`config.mk`:
```
export PLATFORM = sky130hd
export DESIGN_NAME = position_node_sequencer
export DESIGN_NICKNAME = d
export VERILOG_FILES = /design/src/rtl/position_node_pkg.sv /design/src/rtl/position_node_sequencer.sv /design/src/rtl/target_former.sv
export VERILOG_INCLUDE_DIRS = /design/src /design/src/rtl
export SDC_FILE = /design/constraint.sdc
export NUM_CORES = 2
export LEC_CHECK = 0
export ABC_CLOCK_PERIOD_IN_PS = 8900
export BUFFER_PORTS_ARGS = -buffer_cell sky130_fd_sc_hd__buf_2
export CAP_MARGIN = 20
export CORE_UTILIZATION = 60
export DETAILED_ROUTE_END_ITERATION = 10
export PLACE_DENSITY = 0.78
export SLEW_MARGIN = 10
export SYNTH_ARGS = -nofsm -noshare
export SYNTH_HDL_FRONTEND = slang
export SYNTH_SLANG_ARGS = --single-unit
```
`constraint.sdc`:
```
create_clock -name clk -period 8.9 [get_ports clk]
set_input_delay 1.78 -clock clk [delete_from_list [all_inputs] [get_ports clk]]
set_output_delay 1.78 -clock clk [all_outputs]
set_load 0.05 [all_outputs]
```
`src/rtl/position_node_defines.svh`:
```
// constants for the position node sequencer
// Function
// - mode field picks absolute, relative or incremental target
// - interrupt node aborts the node now executing
// - flow: next command loads after present node finishes
// - flow: next command is node triggered while running
// - automatic: start next numbered node after completion
// - interrupt outranks all, replaces target at once
// - flow pending node starts after completion and dwell
// - flow without insertion falls back to automatic check
// - automatic advance only without queued or interrupting node
// - interrupt trigger pre-empts an automatic node
// - non-interrupt trigger during automatic node without flow is discarded
// - no flow, no automatic: reject non-interrupt triggers
// - no flow, no automatic: accept triggers after finish
`ifndef POSITION_NODE_DEFINES_SVH
`define POSITION_NODE_DEFINES_SVH
`define NODE_COUNT 32
`define NODE_IDX_W 5
`define POS_W 32
`define DWELL_W 16
`define NODE_FIRST 5'h00
`define NODE_LAST 5'h1F
`define NODE_STEP 5'h01
`define MODE_ABS 2'h0
`define MODE_REL 2'h1
`define MODE_INC 2'h2
`define DWELL_ZERO 16'h0000
`define DWELL_STEP 16'h0001
`define POS_RESET 32'h00000000
`endif

```
`src/rtl/position_node_pkg.sv`:
```
// types shared by the position node sequencer files
`include "position_node_defines.svh"
package position_node_pkg;
  // per-node attribute flags and reference mode
  typedef struct packed {
    logic interrupt_attr;
    logic flow_attr;
    logic sequential_advance_flag;
    logic [1:0] ref_mode;
  } node_attr_t;
  // one stored node: attributes, position command, dwell in clocks
  typedef struct packed {
    node_attr_t attr;
    logic signed [`POS_W-1:0] cmd;
    logic [`DWELL_W-1:0] dwell;
  } node_cfg_t;
  // sequencer states
  typedef enum logic [1:0] {
    ST_IDLE,
    ST_RUN,
    ST_DWELL
  } seq_state_t;
endpackage

```
`src/rtl/position_node_sequencer.sv`:
```
// scheduler choosing how stored position nodes follow one another
`timescale 1ns/10ps
`include "position_node_defines.svh"
module position_node_sequencer
  import position_node_pkg::*;
(
  // clock and reset
  input wire logic clk,
  input wire logic sys_rst,
  // node table write port
  input wire logic cfg_we,
  input wire logic [`NODE_IDX_W-1:0] cfg_idx,
  input wire position_node_pkg::node_cfg_t cfg_data,
  // trigger from master controller
  input wire logic trig_valid,
  input wire logic [`NODE_IDX_W-1:0] trig_node,
  // trajectory planner feedback
  input wire logic signed [`POS_W-1:0] motor_pos,
  input wire logic move_done,
  // commands to trajectory planner
  output logic move_start,
  output logic move_abort,
  output logic signed [`POS_W-1:0] target_pos,
  // status
  output logic [`NODE_IDX_W-1:0] run_node,
  output logic busy,
  output logic trig_discard
);
  import position_node_pkg::*;

  ////////////////////////////////////////////////////////////////////
  // node table
  node_cfg_t node_mem [`NODE_COUNT]; // stored nodes, no reset: data only

  // table write, software keeps writes away from running nodes
  always_ff @(posedge clk) begin
    if (cfg_we) begin
      node_mem[cfg_idx] <= cfg_data;
    end
  end

  ////////////////////////////////////////////////////////////////////
  // state
  seq_state_t state_reg, state_next; // sequencer state
  logic [`NODE_IDX_W-1:0] cur_reg, cur_next; // executing node
  logic pend_reg, pend_next; // flow follow-on queued
  logic [`NODE_IDX_W-1:0] pend_node_reg, pend_node_next; // queued node
  logic [`DWELL_W-1:0] dwell_reg, dwell_next; // dwell countdown
  logic signed [`POS_W-1:0] tgt_reg, tgt_next; // present target
  logic start_reg, start_next; // load pulse
  logic abort_reg, abort_next; // abort pulse
  logic disc_reg, disc_next; // discard pulse

  // combinational helpers
  node_cfg_t trig_cfg; // attributes of triggered node
  node_cfg_t cur_cfg; // attributes of executing node
  node_cfg_t load_cfg; // node chosen for loading
  logic trig_ok; // usable trigger, node zero never runs
  logic irq_hit; // interrupt trigger while busy
  logic load_en; // load a node this cycle
  logic [`NODE_IDX_W-1:0] load_idx; // which node loads
  logic signed [`POS_W-1:0] load_target; // its formed target

  // true when a node advances to a further numbered node
  function automatic logic has_successor(input node_cfg_t cfg,
                                         input logic [`NODE_IDX_W-1:0] idx);
    has_successor = cfg.attr.sequential_advance_flag && (idx != `NODE_LAST);
  endfunction

  assign trig_cfg = node_mem[trig_node];
  assign cur_cfg = node_mem[cur_reg];
  assign load_cfg = node_mem[load_idx];
  assign trig_ok = trig_valid && (trig_node != `NODE_FIRST);
  assign irq_hit = trig_ok && (state_reg != ST_IDLE) && trig_cfg.attr.interrupt_attr;

  // target formation for the node about to load
  target_former former_u (
    .ref_mode(load_cfg.attr.ref_mode),
    .cmd(load_cfg.cmd),
    .motor_pos(motor_pos),
    .prev_target(tgt_reg),
    .target(load_target)
  );

  ////////////////////////////////////////////////////////////////////
  // next-state logic
  always_comb begin
    state_next = state_reg;
    cur_next = cur_reg;
    pend_next = pend_reg;
    pend_node_next = pend_node_reg;
    dwell_next = dwell_reg;
    tgt_next = tgt_reg;
    abort_next = 1'b0;
    disc_next = 1'b0;
    load_en = 1'b0;
    load_idx = cur_reg;
    if (state_reg == ST_IDLE) begin
      // idle: any usable trigger starts at once
      if (trig_ok) begin
        load_en = 1'b1;
        load_idx = trig_node;
      end
    end else if (irq_hit) begin
      // interrupt checked first so it beats any queued node
      abort_next = 1'b1;
      load_en = 1'b1;
      load_idx = trig_node;
      pend_next = 1'b0;
    end else begin
      // non-interrupt trigger: queue under flow, else throw away
      if (trig_ok) begin
        if (cur_cfg.attr.flow_attr) begin
          pend_next = 1'b1;
          pend_node_next = trig_node;
        end else begin
          disc_next = 1'b1;
        end
      end
      case (state_reg)
        ST_RUN: begin
          // wait for the planner to finish the present node
          if (move_done) begin
            state_next = ST_DWELL;
            dwell_next = cur_cfg.dwell;
          end
        end
        ST_DWELL: begin
          if (dwell_reg != `DWELL_ZERO) begin
            dwell_next = dwell_reg - `DWELL_STEP;
          end else if (pend_next) begin
            // a queued node takes over only after the dwell
            load_en = 1'b1;
            load_idx = pend_node_next;
            pend_next = 1'b0;
          end else if (has_successor(cur_cfg, cur_reg)) begin
            // no insertion: fall back to sequential advance
            load_en = 1'b1;
            load_idx = cur_reg + `NODE_STEP;
          end else begin
            state_next = ST_IDLE;
          end
        end
        default: state_next = ST_IDLE;
      endcase
    end
    // a load always starts a fresh run
    if (load_en) begin
      state_next = ST_RUN;
      cur_next = load_idx;
      tgt_next = load_target;
    end
    start_next = load_en;
  end

  ////////////////////////////////////////////////////////////////////
  // state registers
  always_ff @(posedge clk or posedge sys_rst) begin
    if (sys_rst) begin
      state_reg <= ST_IDLE;
      cur_reg <= `NODE_FIRST;
      pend_reg <= 1'b0;
      pend_node_reg <= `NODE_FIRST;
      dwell_reg <= `DWELL_ZERO;
      tgt_reg <= `POS_RESET;
      start_reg <= 1'b0;
      abort_reg <= 1'b0;
      disc_reg <= 1'b0;
    end else begin
      state_reg <= state_next;
      cur_reg <= cur_next;
      pend_reg <= pend_next;
      pend_node_reg <= pend_node_next;
      dwell_reg <= dwell_next;
      tgt_reg <= tgt_next;
      start_reg <= start_next;
      abort_reg <= abort_next;
      disc_reg <= disc_next;
    end
  end

  // outputs straight from flops, busy decoded from state_reg
  assign move_start = start_reg;
  assign move_abort = abort_reg;
  assign target_pos = tgt_reg;
  assign run_node = cur_reg;
  assign busy = (state_reg != ST_IDLE);
  assign trig_discard = disc_reg;

  ////////////////////////////////////////////////////////////////////
  // assertions
  logic dwell_end; // dwell finished this cycle
  logic nonirq_trig; // usable trigger lacking interrupt
  assign dwell_end = (state_reg == ST_DWELL) && (dwell_reg == `DWELL_ZERO) && !irq_hit;
  assign nonirq_trig = trig_ok && !trig_cfg.attr.interrupt_attr;

  property p_abs_target;
    @(posedge clk) disable iff (sys_rst)
    load_en && (load_cfg.attr.ref_mode == `MODE_ABS) |=> target_pos == $past(load_cfg.cmd);
  endproperty
  a_abs_target: assert property (p_abs_target) else $error("absolute target wrong");

  property p_inc_target;
    @(posedge clk) disable iff (sys_rst)
    load_en && (load_cfg.attr.ref_mode == `MODE_INC)
      |=> target_pos == $past(tgt_reg) + $past(load_cfg.cmd);
  endproperty
  a_inc_target: assert property (p_inc_target) else $error("incremental target wrong");

  property p_irq_preempt;
    @(posedge clk) disable iff (sys_rst)
    irq_hit |=> move_abort && move_start && run_node == $past(trig_node) && !pend_reg;
  endproperty
  a_irq_preempt: assert property (p_irq_preempt) else $error("interrupt not taken");

  property p_irq_over_auto;
    @(posedge clk) disable iff (sys_rst)
    irq_hit && cur_cfg.attr.sequential_advance_flag |=> move_abort ##0 busy;
  endproperty
  a_irq_over_auto: assert property (p_irq_over_auto) else $error("auto not pre-empted");

  property p_flow_holds;
    @(posedge clk) disable iff (sys_rst)
    (state_reg == ST_RUN) && !move_done && !irq_hit |=> !move_start;
  endproperty
  a_flow_holds: assert property (p_flow_holds) else $error("load while running");

  property p_flow_queue;
    @(posedge clk) disable iff (sys_rst)
    // a flow trigger in the closing dwell cycle loads at once instead of queuing
    busy && !irq_hit && !dwell_end && nonirq_trig && cur_cfg.attr.flow_attr
      |=> pend_reg && pend_node_reg == $past(trig_node) && !trig_discard;
  endproperty
  a_flow_queue: assert property (p_flow_queue) else $error("flow node not queued");

  property p_flow_load;
    @(posedge clk) disable iff (sys_rst)
    dwell_end && pend_reg && !trig_ok |=> move_start && run_node == $past(pend_node_reg);
  endproperty
  a_flow_load: assert property (p_flow_load) else $error("queued node not loaded");

  property p_auto_step;
    @(posedge clk) disable iff (sys_rst)
    dwell_end && !pend_reg && !trig_ok && has_successor(cur_cfg, cur_reg)
      |=> move_start && run_node == $past(cur_reg) + `NODE_STEP;
  endproperty
  a_auto_step: assert property (p_auto_step) else $error("no sequential advance");

  property p_discard;
    @(posedge clk) disable iff (sys_rst)
    busy && nonirq_trig && !cur_cfg.attr.flow_attr |=> trig_discard && !move_abort;
  endproperty
  a_discard: assert property (p_discard) else $error("trigger not discarded");

  property p_idle_return;
    @(posedge clk) disable iff (sys_rst)
    dwell_end && !pend_reg && !trig_ok && !has_successor(cur_cfg, cur_reg)
      |=> !busy ##1 (!busy || move_start);
  endproperty
  a_idle_return: assert property (p_idle_return) else $error("no return to idle");

  property p_irq_beats_flow;
    @(posedge clk) disable iff (sys_rst)
    irq_hit && trig_cfg.attr.flow_attr |=> move_start && !pend_reg;
  endproperty
  a_irq_beats_flow: assert property (p_irq_beats_flow) else $error("priority broken");

  c_preempt: cover property (@(posedge clk) disable iff (sys_rst) irq_hit);
  c_flow_chain: cover property (@(posedge clk) disable iff (sys_rst) dwell_end && pend_reg);
  c_auto_chain: cover property (@(posedge clk) disable iff (sys_rst)
    dwell_end && !pend_reg && has_successor(cur_cfg, cur_reg));
  c_discard: cover property (@(posedge clk) disable iff (sys_rst) trig_discard);
endmodule

```
`src/rtl/target_former.sv`:
```
// forms a node's target position from its reference mode
`timescale 1ns/10ps
`include "position_node_defines.svh"
module target_former (
  // node command
  input wire logic [1:0] ref_mode,
  input wire logic signed [`POS_W-1:0] cmd,
  // position context
  input wire logic signed [`POS_W-1:0] motor_pos,
  input wire logic signed [`POS_W-1:0] prev_target,
  // result
  output logic signed [`POS_W-1:0] target
);
  // unknown mode codes fall back to absolute, the safest reading
  always_comb begin
    case (ref_mode)
      `MODE_REL: target = motor_pos + cmd;
      `MODE_INC: target = prev_target + cmd;
      default: target = cmd;
    endcase
  end
endmodule

```
==> flow_summary.toml <==
[run_status]
status = "finished, final reports clean"

[layout]
layout-drive-gt1-share = 0.187
fin_nets = 4959
layout_commonest_cell = "edfxtp_1"
largest_reg_flops = 1696
finalInstanceArea_mm2 = 0.0803
final_cell_mix = "edfxtp_1, nand2_1, nand3_1"
areaGrowthSynthToFinish_pct = 12.4
fin_util = 0.681

[critical_path]
path_buf_inv = 3
cp_max_fo = 15
critical_path.most_common_cell = "o21a_1"
worst_setup_path_end_kind = "flip-flop"
critPathArrivalTime_ns = 8.81
crit_path_start_kind = "input port"
worstPathRequired_ns = 9.57
worst-setup-path-type = "input port to flip-flop"
critPathTopFamily = "compound AO/OA/AOI/OAI gates"
cp_slowest_cell = "or3b_2"
critPathMaxStageDelay_ns = 0.52

[global_routing]
grt_usage = 0.330
antenna_found_initial = 23
grt_overflow = 0
grt_pass1_wl_um = 287000
grt_pass1_vias = 43300
grt_max_degree = 96

[floorplan]
dieArea_mm2 = 0.120
initial_core_util = 0.605
die_w_um = 347
ios = 141
num_rows = 126
die_h_um = 347
core_area_mm2 = 0.118

[logic_synthesis]
ys_warn_count = 0
mappedNetlistArea_mm2 = 0.0714
ys_seq_area_frac = 0.736
syn_nets = 4687
avgSynthCellArea_um2 = 15.7
synth_edf_count = 1696
ys_types = 88
synth-main-ff-cell = "edfxtp_1"
syn_inst = 4550
synth_seq_cells = 1760
synth-async-reset-ratio = 0.0364

[sta]
whs_ns = 0.512
fmax_ghz = 0.123
worst_slack_ns = 0.763
rsz0062_at_grt = "false"
setup_tns_ns = 0
tightest_slew_ns = 1.17
fin_crit_sh = 0.914
slew_headroom = 0.221
setup_violations = 0
period_minus_slack_ns = 8.14
finalHoldViolations = 0
fin_skew_ns = 0.0206
maxSlewViolCount = 0

[clocking]
cts_resized = 0
clock-sinks = 1760
post-cts-setup-buffer-count = 0
postCtsHoldBufs = 0
cts_tree = "built"
cts-htree-levels = 4
cts.clk_slew.worst_paths_ns = 0.06
ctsRootBufferMaster = "clkbuf_16"
clk_path_buf_depth = 3
clk_latency_ns = 0.81
cts_buffers = 166

[route]
drc = 0
drt_wl_total_um = 199000
drtIter0Drc = 6808
firstDrtPassIters = 6
drt-wirelength-per-cell_um = 30.6
vias = 44400
postRouteAntennaNets = 0
drt-vias-per-instance = 6.84

[min_path]
min_path_type = "flip-flop to flip-flop"

[power_and_ir_drop]
vdd_drop_max_mv = 0.348
combPwrFrac = 0.422
switching_share = 0.372
p_per_area_mw_per_mm2 = 355
internal_power_uw = 17900
leakage_uw = 0.0272
clockPowerShare = 0.240
p_sw_uw = 10600
seqPwrFrac = 0.338

[placed_design]
hpwlAfterDp_um = 107000
dp_slack_ns = 0.0377
place_area_mm2 = 0.0750
portBuffers = 140
place_congestion = 0.894

[flow_run]
maxCapViolCount = 0
[logic make-up (layout without fill, tap and decap cells)]
| logic type | Yosys count | count (layout) | synth area share |
|---|---|---|---|
| buffers and inverters | 307 | 713 | 0.0209 |
| flip-flops | 1760 | 1760 | 0.736 |
| other | 0 | 7 | 0 |
| XOR/XNOR | 24 | 24 | 0.00294 |
| adder cells (fa/ha/maj) | 37 | 37 | 0.00659 |
| AO/OA/AOI/OAI | 627 | 627 | 0.0652 |
| multiplexers | 331 | 331 | 0.0778 |
| AND/OR/NAND/NOR | 1464 | 1464 | 0.0906 |
[cell type report]
cell class / instances / area [um^2]
repair buffers: 387 / 2860
diodes: 7 / 17.5
clock buffers: 209 / 4380
fillers: 7265 / 37700
well taps: 1536 / 1920
clock inverters: 93 / 822
multi-input cells: 2483 / 17600
inverters: 24 / 105
flip-flops and latches: 1760 / 52500
[path summary, 6_finish.rpt]
kind | to | depth (start not counted) | start | slack [ns]
max | target_pos[31] | 32 | trig_node[0] | 0.76
min | pend_node_reg[2] | 1 | pend_node_reg[2] | 0.51
max reg2reg | target_pos[31] | 31 | run_node[0] | 0.93
min reg2reg | pend_node_reg[2] | 1 | pend_node_reg[2] | 0.51
max in group asynchronous | run_node[2] | 3 | sys_rst | 6.92
min in group asynchronous | pend_node_reg[1] | 3 | sys_rst | 1.27
[power by group through the flow]
stage / Sequential (uW) / Clock, uW / Combinational [uW]
after floorplan: 9910 / 0 / 7380
after global placement: 9770 / 0 / 11400
after detailed placement: 9780 / 0 / 11600
after CTS: 9610 / 6840 / 11800
after global routing: 9640 / 7140 / 12800
final: 9620 / 6820 / 12000
[Yosys cell counts, types with 23 or more instances]
library cell,number,area (um^2)
a211oi_1,37,278
mux2i_1,114,1140
buf_4,24,180
ha_1,36,450
a311oi_1,25,219
mux2_2,42,473
clkbuf_1,113,424
nor3_1,23,115
a32oi_1,31,272
edfxtp_1,1696,50900
a21oi_1,87,435
buf_2,103,515
mux4_2,175,3940
a21o_1,29,218
nand3_1,361,1810
o21ai_0,103,515
nor2_1,150,563
o311a_1,46,460
dfrtp_1,64,1600
o211ai_1,25,188
nand4_1,33,206
buf_1,27,101
a31oi_1,44,275
nand2_1,771,2890
and3_1,27,169
[metal layers]
layer,share of wire,wire length [um],global-route usage
met1,0.35,69900,0.451
met4,0.045,9020,0.147
met2,0.46,91800,0.507
met5,0.00058,116,0
met3,0.14,28200,0.0823
[stage by stage]
| stage | power [uW] | std cells |
|---|---|---|
| CTS | 28300 | 6492 |
| floorplan | 17300 | 4550 |
| detailed placement | 21400 | 6190 |
| finish | 28500 | 6499 |
| global placement | 21200 | 6190 |
| global route | 29600 | 6499 |
(Power assumes the default switching activity.)
